==> src/hdl/dqm_pkg.sv <==
package dqm_pkg;
    // Register port geometry
    localparam int ADDR_W = 3;
    localparam int DATA_W = 8;

    // Register indices
    localparam logic [2:0] REG_PULLUP_DIS = 3'h0;
    localparam logic [2:0] REG_PORTC_PUR = 3'h1;
    localparam logic [2:0] REG_PORTC_GPIO_SEL = 3'h2;
    localparam logic [2:0] REG_PORTC_TIMER_SEL = 3'h3;
    localparam logic [2:0] REG_PORTC_DIR = 3'h4;
    localparam logic [2:0] REG_PORTC_DATA = 3'h5;
    localparam logic [2:0] REG_PORTC_PINS = 3'h6;

    // Field positions
    localparam int JTAG_PU_DIS_BIT = 0;
    localparam int PHASE_A_BIT = 4;
    localparam int PHASE_B_BIT = 5;

    // Reset values
    localparam logic RST_JTAG_PU_DIS = 1'b0;
    localparam logic [1:0] RST_PUR = 2'h3;
    localparam logic [1:0] RST_GPIO_SEL = 2'h0;
    localparam logic [1:0] RST_TIMER_SEL = 2'h0;
    localparam logic [1:0] RST_DIR = 2'h0;
    localparam logic [1:0] RST_DATA = 2'h0;

    // Pin function, one-hot
    typedef enum logic [2:0] {
        DQM_FN_QUAD = 3'h1,
        DQM_FN_TIMER = 3'h2,
        DQM_FN_GPIO = 3'h4
    } dqm_fn_t;

    // Pad drive for the two phase pins, index 0 = phase A
    typedef struct packed {
        logic [1:0] out;
        logic [1:0] oe_n;
    } dqm_pad_t;

    // Timer A channels 0 and 1 as seen by the mux
    typedef struct packed {
        logic [1:0] out;
        logic [1:0] oe;
    } dqm_timer_t;
endpackage

==> src/hdl/dqm_pin_mux.sv <==
`timescale 1ns/10ps
module dqm_pin_mux (
    input wire logic clk, // System clock, 25 MHz
    input wire logic rst_n, // System reset, synchronous
    input wire logic [dqm_pkg::ADDR_W-1:0] reg_addr, // Register index
    input wire logic [dqm_pkg::DATA_W-1:0] reg_wdata, // Write data
    input wire logic reg_wr, // Write strobe
    input wire logic reg_rd, // Read strobe
    output logic [dqm_pkg::DATA_W-1:0] reg_rdata, // Read data, cycle after strobe
    input wire logic test_reset_n_pin, // Test-reset pin level
    output logic test_reset_pullup_en, // Test-reset pad pull-up enable
    output logic tap_reset_n, // Reset to the TAP controller
    input wire logic [1:0] phase_pin_in, // Phase pins level, 0 = A
    output dqm_pkg::dqm_pad_t phase_pad, // Phase pins drive
    output logic [1:0] phase_pullup_en, // Phase pins pull-up enable
    output logic quad0_phase_a_in, // Decoder phase A input
    output logic quad0_phase_b_in, // Decoder phase B input
    input wire dqm_pkg::dqm_timer_t timer_a_drv, // Timer chan0/1 drive
    output logic [1:0] timer_a_chan_in // Timer chan0/1 input
);
    import dqm_pkg::*;

    // Elaboration check; port C fields and seven indices must fit the port
    if (DATA_W <= PHASE_B_BIT || ADDR_W < 3) begin
        $error("dqm_pin_mux: register port too narrow");
    end

    logic trst_sync;
    logic [1:0] pin_sync;
    logic jtag_pu_dis_q;
    logic [1:0] pur_q;
    logic [1:0] gpio_sel_q;
    logic [1:0] timer_sel_q;
    logic [1:0] dir_q;
    logic [1:0] data_q;
    logic [DATA_W-1:0] rdata_d;
    logic [DATA_W-1:0] rdata_q;
    dqm_pad_t pad_d;
    dqm_pad_t pad_q;
    logic quad_a_q;
    logic quad_b_q;
    logic [1:0] timer_in_q;
    dqm_fn_t fn [2];

    // Pin function from the two select bits; GPIO wins over timer
    function automatic dqm_fn_t pin_fn(input logic gpio, input logic timer);
        if (gpio) begin
            return DQM_FN_GPIO;
        end else if (timer) begin
            return DQM_FN_TIMER;
        end
        return DQM_FN_QUAD;
    endfunction

    // Place a two-bit port C field at lines 4 and 5
    function automatic logic [DATA_W-1:0] place(input logic [1:0] v);
        logic [DATA_W-1:0] w;
        w = '0;
        w[PHASE_A_BIT] = v[0];
        w[PHASE_B_BIT] = v[1];
        return w;
    endfunction

    // Test-reset pin; this path ignores rst_n so a system reset leaves debug alone
    dqm_sync #(.WIDTH(1)) u_trst_sync (
        .clk(clk),
        .async_in(test_reset_n_pin),
        .sync_out(trst_sync)
    );

    // Phase pins come from outside the clock domain
    dqm_sync #(.WIDTH(2)) u_pin_sync (
        .clk(clk),
        .async_in(phase_pin_in),
        .sync_out(pin_sync)
    );

    // TAP reset runs on the system clock, so no test clock edge is needed
    assign tap_reset_n = trst_sync;
    // Host nothing here ties the two resets together
    assign test_reset_pullup_en = ~jtag_pu_dis_q;
    assign phase_pullup_en = pur_q;

    // Boundary-scan pull-up disable register
    always_ff @(posedge clk) begin
        if (!rst_n) begin
            jtag_pu_dis_q <= RST_JTAG_PU_DIS;
        end else if (reg_wr && reg_addr == REG_PULLUP_DIS) begin
            jtag_pu_dis_q <= reg_wdata[JTAG_PU_DIS_BIT];
        end
    end

    // Port C pull-up enables, both on after reset
    always_ff @(posedge clk) begin
        if (!rst_n) begin
            pur_q <= RST_PUR;
        end else if (reg_wr && reg_addr == REG_PORTC_PUR) begin
            pur_q <= {reg_wdata[PHASE_B_BIT], reg_wdata[PHASE_A_BIT]};
        end
    end

    // Function selects; reset leaves both pins on the decoder
    always_ff @(posedge clk) begin
        if (!rst_n) begin
            gpio_sel_q <= RST_GPIO_SEL;
            timer_sel_q <= RST_TIMER_SEL;
        end else if (reg_wr) begin
            if (reg_addr == REG_PORTC_GPIO_SEL) begin
                gpio_sel_q <= {reg_wdata[PHASE_B_BIT], reg_wdata[PHASE_A_BIT]};
            end
            if (reg_addr == REG_PORTC_TIMER_SEL) begin
                timer_sel_q <= {reg_wdata[PHASE_B_BIT], reg_wdata[PHASE_A_BIT]};
            end
        end
    end

    // GPIO direction and output data, one bit per pin
    always_ff @(posedge clk) begin
        if (!rst_n) begin
            dir_q <= RST_DIR;
            data_q <= RST_DATA;
        end else if (reg_wr) begin
            if (reg_addr == REG_PORTC_DIR) begin
                dir_q <= {reg_wdata[PHASE_B_BIT], reg_wdata[PHASE_A_BIT]};
            end
            if (reg_addr == REG_PORTC_DATA) begin
                data_q <= {reg_wdata[PHASE_B_BIT], reg_wdata[PHASE_A_BIT]};
            end
        end
    end

    // Per-pin routing of pad drive
    always_comb begin
        pad_d = '0;
        pad_d.oe_n = 2'h3;
        for (int i = 0; i < 2; i++) begin
            fn[i] = pin_fn(gpio_sel_q[i], timer_sel_q[i]);
            unique case (fn[i])
                DQM_FN_QUAD: begin
                    pad_d.oe_n[i] = 1'b1;
                end
                DQM_FN_TIMER: begin
                    pad_d.out[i] = timer_a_drv.out[i];
                    pad_d.oe_n[i] = ~timer_a_drv.oe[i];
                end
                DQM_FN_GPIO: begin
                    pad_d.out[i] = data_q[i];
                    pad_d.oe_n[i] = ~dir_q[i];
                end
            endcase
        end
    end

    // Pad drive and peripheral inputs from flops; unselected inputs held low
    always_ff @(posedge clk) begin
        if (!rst_n) begin
            pad_q <= '{out: 2'h0, oe_n: 2'h3};
            quad_a_q <= 1'b0;
            quad_b_q <= 1'b0;
            timer_in_q <= 2'h0;
        end else begin
            pad_q <= pad_d;
            quad_a_q <= pin_sync[0] & (fn[0] == DQM_FN_QUAD);
            quad_b_q <= pin_sync[1] & (fn[1] == DQM_FN_QUAD);
            timer_in_q[0] <= pin_sync[0] & (fn[0] == DQM_FN_TIMER);
            timer_in_q[1] <= pin_sync[1] & (fn[1] == DQM_FN_TIMER);
        end
    end

    assign phase_pad = pad_q;
    assign quad0_phase_a_in = quad_a_q;
    assign quad0_phase_b_in = quad_b_q;
    assign timer_a_chan_in = timer_in_q;

    // Read decode; unmapped indices read zero
    always_comb begin
        rdata_d = '0;
        unique case (reg_addr)
            REG_PULLUP_DIS: rdata_d[JTAG_PU_DIS_BIT] = jtag_pu_dis_q;
            REG_PORTC_PUR: rdata_d = place(pur_q);
            REG_PORTC_GPIO_SEL: rdata_d = place(gpio_sel_q);
            REG_PORTC_TIMER_SEL: rdata_d = place(timer_sel_q);
            REG_PORTC_DIR: rdata_d = place(dir_q);
            REG_PORTC_DATA: rdata_d = place(data_q);
            REG_PORTC_PINS: rdata_d = place(pin_sync);
            default: rdata_d = '0;
        endcase
    end

    // Read data stand for the one cycle after the strobe only
    always_ff @(posedge clk) begin
        if (!rst_n) begin
            rdata_q <= '0;
        end else if (reg_rd) begin
            rdata_q <= rdata_d;
        end else begin
            rdata_q <= '0;
        end
    end

    assign reg_rdata = rdata_q;
endmodule

==> src/hdl/dqm_sync.sv <==
`timescale 1ns/10ps
// Two-flop level synchroniser; no reset so it never masks the pin level
module dqm_sync #(
    parameter int WIDTH = 1
) (
    input wire logic clk, // System clock
    input wire logic [WIDTH-1:0] async_in, // Level from outside the domain
    output logic [WIDTH-1:0] sync_out // Level safe to use
);
    logic [WIDTH-1:0] meta_q;

    // Elaboration check; a zero-width synchroniser has nothing to carry
    if (WIDTH < 1) begin
        $error("dqm_sync: WIDTH must be at least 1");
    end

    // First stage is read by the second stage only
    always_ff @(posedge clk) begin
        meta_q <= async_in;
        sync_out <= meta_q;
    end
endmodule

==> config.mk <==
export PLATFORM = sky130hd
export DESIGN_NAME = dqm_pin_mux
export DESIGN_NICKNAME = d
export VERILOG_FILES = /design/src/hdl/dqm_pkg.sv /design/src/hdl/dqm_pin_mux.sv /design/src/hdl/dqm_sync.sv
export SDC_FILE = /design/constraint.sdc
export NUM_CORES = 1
export LEC_CHECK = 0
export ABC_CLOCK_PERIOD_IN_PS = 3790
export BUFFER_PORTS_ARGS = -buffer_cell sky130_fd_sc_hd__buf_2
export CAP_MARGIN = 15
export CORE_MARGIN = 10
export CORE_UTILIZATION = 41
export CTS_CLUSTER_DIAMETER = 150
export CTS_CLUSTER_SIZE = 20
export DETAILED_ROUTE_END_ITERATION = 12
export GPL_TIMING_DRIVEN = 0
export HOLD_SLACK_MARGIN = 0.05
export PLACE_DENSITY = 0.68
export REMOVE_ABC_BUFFERS = 1
export SLEW_MARGIN = 15
export SYNTH_ARGS = -nofsm -noshare
export SYNTH_HDL_FRONTEND = slang
export SYNTH_HIERARCHICAL = 1
export SYNTH_SLANG_ARGS = --single-unit
export TNS_END_PERCENT = 10
==> constraint.sdc <==
create_clock -name clk -period 3.79 [get_ports clk]
set_clock_uncertainty 0.2 [all_clocks]
set_input_delay 0.379 -clock clk [delete_from_list [all_inputs] [get_ports clk]]
set_output_delay 0.379 -clock clk [all_outputs]
set_load 0.05 [all_outputs]
# Word level (Yosys, flattened, before mapping)
# Cells that the tools add are included.
# totals
reg_bits,33
input_bits,22
output_inout_bits,20
elab_cells,62
# op_classes
n_eq_ne,12
muxes,15
bitwise,9
reduce_logical,9
# ops
operator,n
$pmux 5 s6,1
$mux 3,6
$eq 3x3->1 const B,5
$eq 3x2->1 const B,4
$reduce_and 2->1,5
$eq 3x1->1 const B,3
$pmux 1 s3,2
$not 1->1,5
$and 1x1->1,4
$mux 1,4
$pmux 1 s2,2
$logic_not 3->1,1
$reduce_and 3->1,1
$logic_and 1x1->1,2

# Longest topological paths before layout
# logic_depth
word_depth,5
depth_mapped,4
mapped_depth_nobuf,3

# Modules after synthesis
# Netlist, hierarchy kept.
# modules_own_cells
mod,n_inst,cells_per_inst,area_per_inst_um2
dqm_pin_mux,1,102,1006.0
dqm_sync (u_pin_sync),1,4,80.1
dqm_sync (u_trst_sync),1,2,40.0

# Worst setup path before layout
# OpenSTA, ideal clock, no wires.
# synth_timing
path_kind,input port to flip-flop
from,input reg_addr[0] (netlist name)
to,"register rdata_q[5], in the netlist reg_rdata[5]"
setup_ns,0.123
t_arrival_ns,1.074
path_slack_ns,2.392
stages,4
n_path_buf,1
path_cell_list,buf_2 or3_1 nand4_1 nor3_1
# synth_via
elab_chain_cells,2
# synth_lines
element,line,text
from (decl),dqm_pin_mux.sv:5,"input wire logic [dqm_pkg::ADDR_W-1:0] reg_addr,"
$eq 3x3->1 (tied with other cells),dqm_pin_mux.sv:178,unique case (reg_addr)
$pmux 5 s6 *,dqm_pin_mux.sv:178,
to (signal assigned),dqm_pin_mux.sv:195,rdata_q <= rdata_d;
to (decl),dqm_pin_mux.sv:37,logic [DATA_W-1:0] rdata_q;
# Every way passes the cells marked *; elsewhere a longest branch is shown, timed or not.
# A chain may end at the register's enable or synchronous reset.

# Worst setup path in the final report
# layout_timing
from,"register pur_q[0], in the netlist phase_pullup_en[0]"
to,output phase_pullup_en[0]
# layout_lines
element,line,text
from (decl),dqm_pin_mux.sv:31,logic [1:0] pur_q;
from (signal assigned),dqm_pin_mux.sv:98,"pur_q <= {reg_wdata[PHASE_B_BIT], reg_wdata[PHASE_A_BIT]};"
to (decl),dqm_pin_mux.sv:15,"output logic [1:0] phase_pullup_en,"
# No word-level cell between the ends.

==> results.py <==
metrics = {
    "global_routing": {
        "grt_overflow": 0,
        "grt_usage_pct": 8.21,
        "grt_max_degree": 20,
        "antenna_found_initial": 0,
        "grt_first_pass_wirelength_mm": 3.66,
        "grt_pass1_vias": 819,
    },
    "critical_path": {
        "cp_cell_sequence": "buf_2",
        "required_ps": 3210,
        "worstPathArrival_ps": 980,
        "crit_buf_inv": 1,
        "crit_path_max_fanout": 3,
        "cpMaxStageDelayCell": "dfxtp_1",
        "crit_path_max_incr_delay_ps": 380,
        "critPathTopFamily": "flip-flops",
        "end_kind": "output port",
        "setup.worst_path.start_class": "register",
        "critPathKind": "register to output port",
    },
    "routing": {
        "drc": 0,
        "first_iter_violations": 28,
        "wl_mm": 2.23,
        "drtPass1Iterations": 4,
        "drt-wirelength-per-cell_um": 13.1,
        "vias_per_cell": 4.78,
        "ant_nets": 0,
        "num_vias": 812,
    },
    "floorplanning": {
        "num_rows": 18,
        "dieArea_sq_um": 5240,
        "coreArea_sq_um": 2540,
        "start_util_pct": 44.2,
        "die_h_um": 72.4,
        "io_pins": 42,
        "die_w_um": 72.4,
    },
    "timing": {
        "tns_ps": 0,
        "final-hold-violation-count": 0,
        "fmax_ghz": 0.641,
        "fin_crit_sh_pct": 41.2,
        "fin_crit_ps": 1560,
        "setup_viol": 0,
        "rsz0062_at_grt": "no",
        "finalMaxSlewViolations": 0,
        "fin_ws_ps": 2230,
        "timing.hold.ws_ps": 97.6,
    },
    "cells_and_area": {
        "diodes": 0,
        "utilization_pct": 52.3,
        "mostFrequentLayoutCell": "buf_2",
        "final_cell_mix": "31 x buf_2, 28 x dfxtp_1, 14 x nand2_1",
        "nNetsFinal": 163,
        "finish.instance_area_sq_um": 1330,
        "finalNonFillerCells": 170,
        "syn2layout_area_growth_pct": 18.2,
        "layout-drive-gt1-share_pct": 30.0,
    },
    "synthesis": {
        "synth.distinct_cells": 26,
        "synth_area_per_cell_sq_um": 10.4,
        "netlist_instances": 108,
        "ys_seq_area_share_pct": 49.8,
        "synth_seq_cells": 28,
        "ys_warn_count": 6,
        "syn_area_sq_um": 1130,
    },
    "power": {
        "p_sw_uw": 133,
        "peakVddDrop_mv": 0.252,
        "total_power_uw": 518,
        "p_leak_nw": 0.570,
        "powerDensity_nw_per_um2": 389,
        "p_seq_share_pct": 59.2,
        "p_int_uw": 385,
        "combPwrFrac_pct": 13.3,
        "p_sw_share_pct": 25.7,
        "clkPwrFrac_pct": 27.5,
    },
    "place": {
        "post-place-ws_ps": 2120,
        "dp.cells": 163,
        "postPlaceCellArea_sq_um": 1260,
        "dp_hpwl_mm": 1.68,
        "io_buffers": 31,
        "gp_congestion": 0.703,
    },
    "job": {
        "drv_cap": 0,
    },
    "cts": {
        "cts_buffers": 3,
        "cts_root_buf": "clkbuf_4",
        "h-tree-depth": 1,
        "cts_tree": "yes",
        "clk_pin_slew_worst_paths_ps": 150,
        "clkLatencyLatePin_ps": 310,
        "hold_buffers": 3,
        "postCtsSetupBuffers": 0,
        "clock_path_buffers": 2,
        "post_cts_resized": 0,
        "cts.sinks": 28,
    },
    "hold_path": {
        "min_path_type": "primary input to register",
    },
    "run_status": {
        "status": "finished clean",
    },
}
path summary, 6_finish.rpt:
kind | slack, ps | depth (start not counted) | start | end
max | 2230 | 1 | phase_pullup_en[0] | phase_pullup_en[0]
min | 100 | 3 | reg_rd | reg_rdata[0]
max reg2reg | 2520 | 3 | dir_q[0] | reg_rdata[4]
min reg2reg | 140 | 0 | u_pin_sync/meta_q[0] | u_pin_sync/sync_out[0]
power by group through the flow:
stage | Clock (mW) | Sequential, mW | Combinational [mW]
final | 0.142 | 0.307 | 0.0692
after global routing | 0.156 | 0.308 | 0.0741
after CTS | 0.144 | 0.307 | 0.0693
after detailed placement | 0 | 0.313 | 0.0666
after global placement | 0 | 0.313 | 0.0661
after floorplan | 0 | 0.325 | 0.0306
state kept, by name (all words and copies together) (netlist names), 2 cells and up:
signal,count
gpio_sel_q,2
u_pin_sync/meta_q,2
phase_pullup_en,2
reg_rdata,3
data_q,2
phase_pad,4
timer_sel_q,2
timer_a_chan_in,2
dir_q,2
u_pin_sync/sync_out,2
synthesized netlist by cell type:
cell type   n  area share, %
conb_1      1           0.33
or3_1       1           0.56
nor2_1      1           0.33
o21ai_0     4            1.8
clkbuf_1    2           0.67
buf_4       6            4.0
nor2b_1    10            5.6
mux2_2      2            2.0
and4bb_2    3            3.3
nor3_1      3            1.3
inv_1       1           0.33
nand4_1     1           0.56
nor4b_2     1            1.3
nand3b_1    2            1.3
buf_2       1           0.44
nor3b_1     2            1.3
nor3_2      1           0.89
buf_6       1            1.0
a221oi_1    2            1.6
dfxtp_1    28             50
nand3_1     2           0.89
nand4b_1    2            1.6
o211a_1     2            1.8
mux2i_1    13             12
and2_1      2            1.1
nand2_1    14            4.7
routing by layer:
layer / global-route usage (%) / routed length, um
met4: 1.90 / 19
met2: 13.7 / 1050
met5: 0 / 0
met3: 3.13 / 161
met1: 9.70 / 1000
layout make-up:
type	instances	area, sq um
Fill cell	260	1210
Sequential cell	28	561
Multi-Input combinational cell	73	508
Timing Repair Buffer	34	185
Tap cell	30	37.5
Clock buffer	4	36.3
Inverter	1	3.75
logic make-up (layout without fill, tap and decap cells):
| logic type | after synthesis | in the layout | synth area share, % |
|---|---|---|---|
| compound gates | 8 | 8 | 5.11 |
| buf+inv | 11 | 39 | 6.44 |
| flops | 28 | 28 | 49.8 |
| simple gates | 45 | 45 | 24.8 |
| mux | 15 | 15 | 13.6 |
| other cells | 1 | 5 | 0.333 |
No activity file was read; power rests on OpenSTA's default activity.
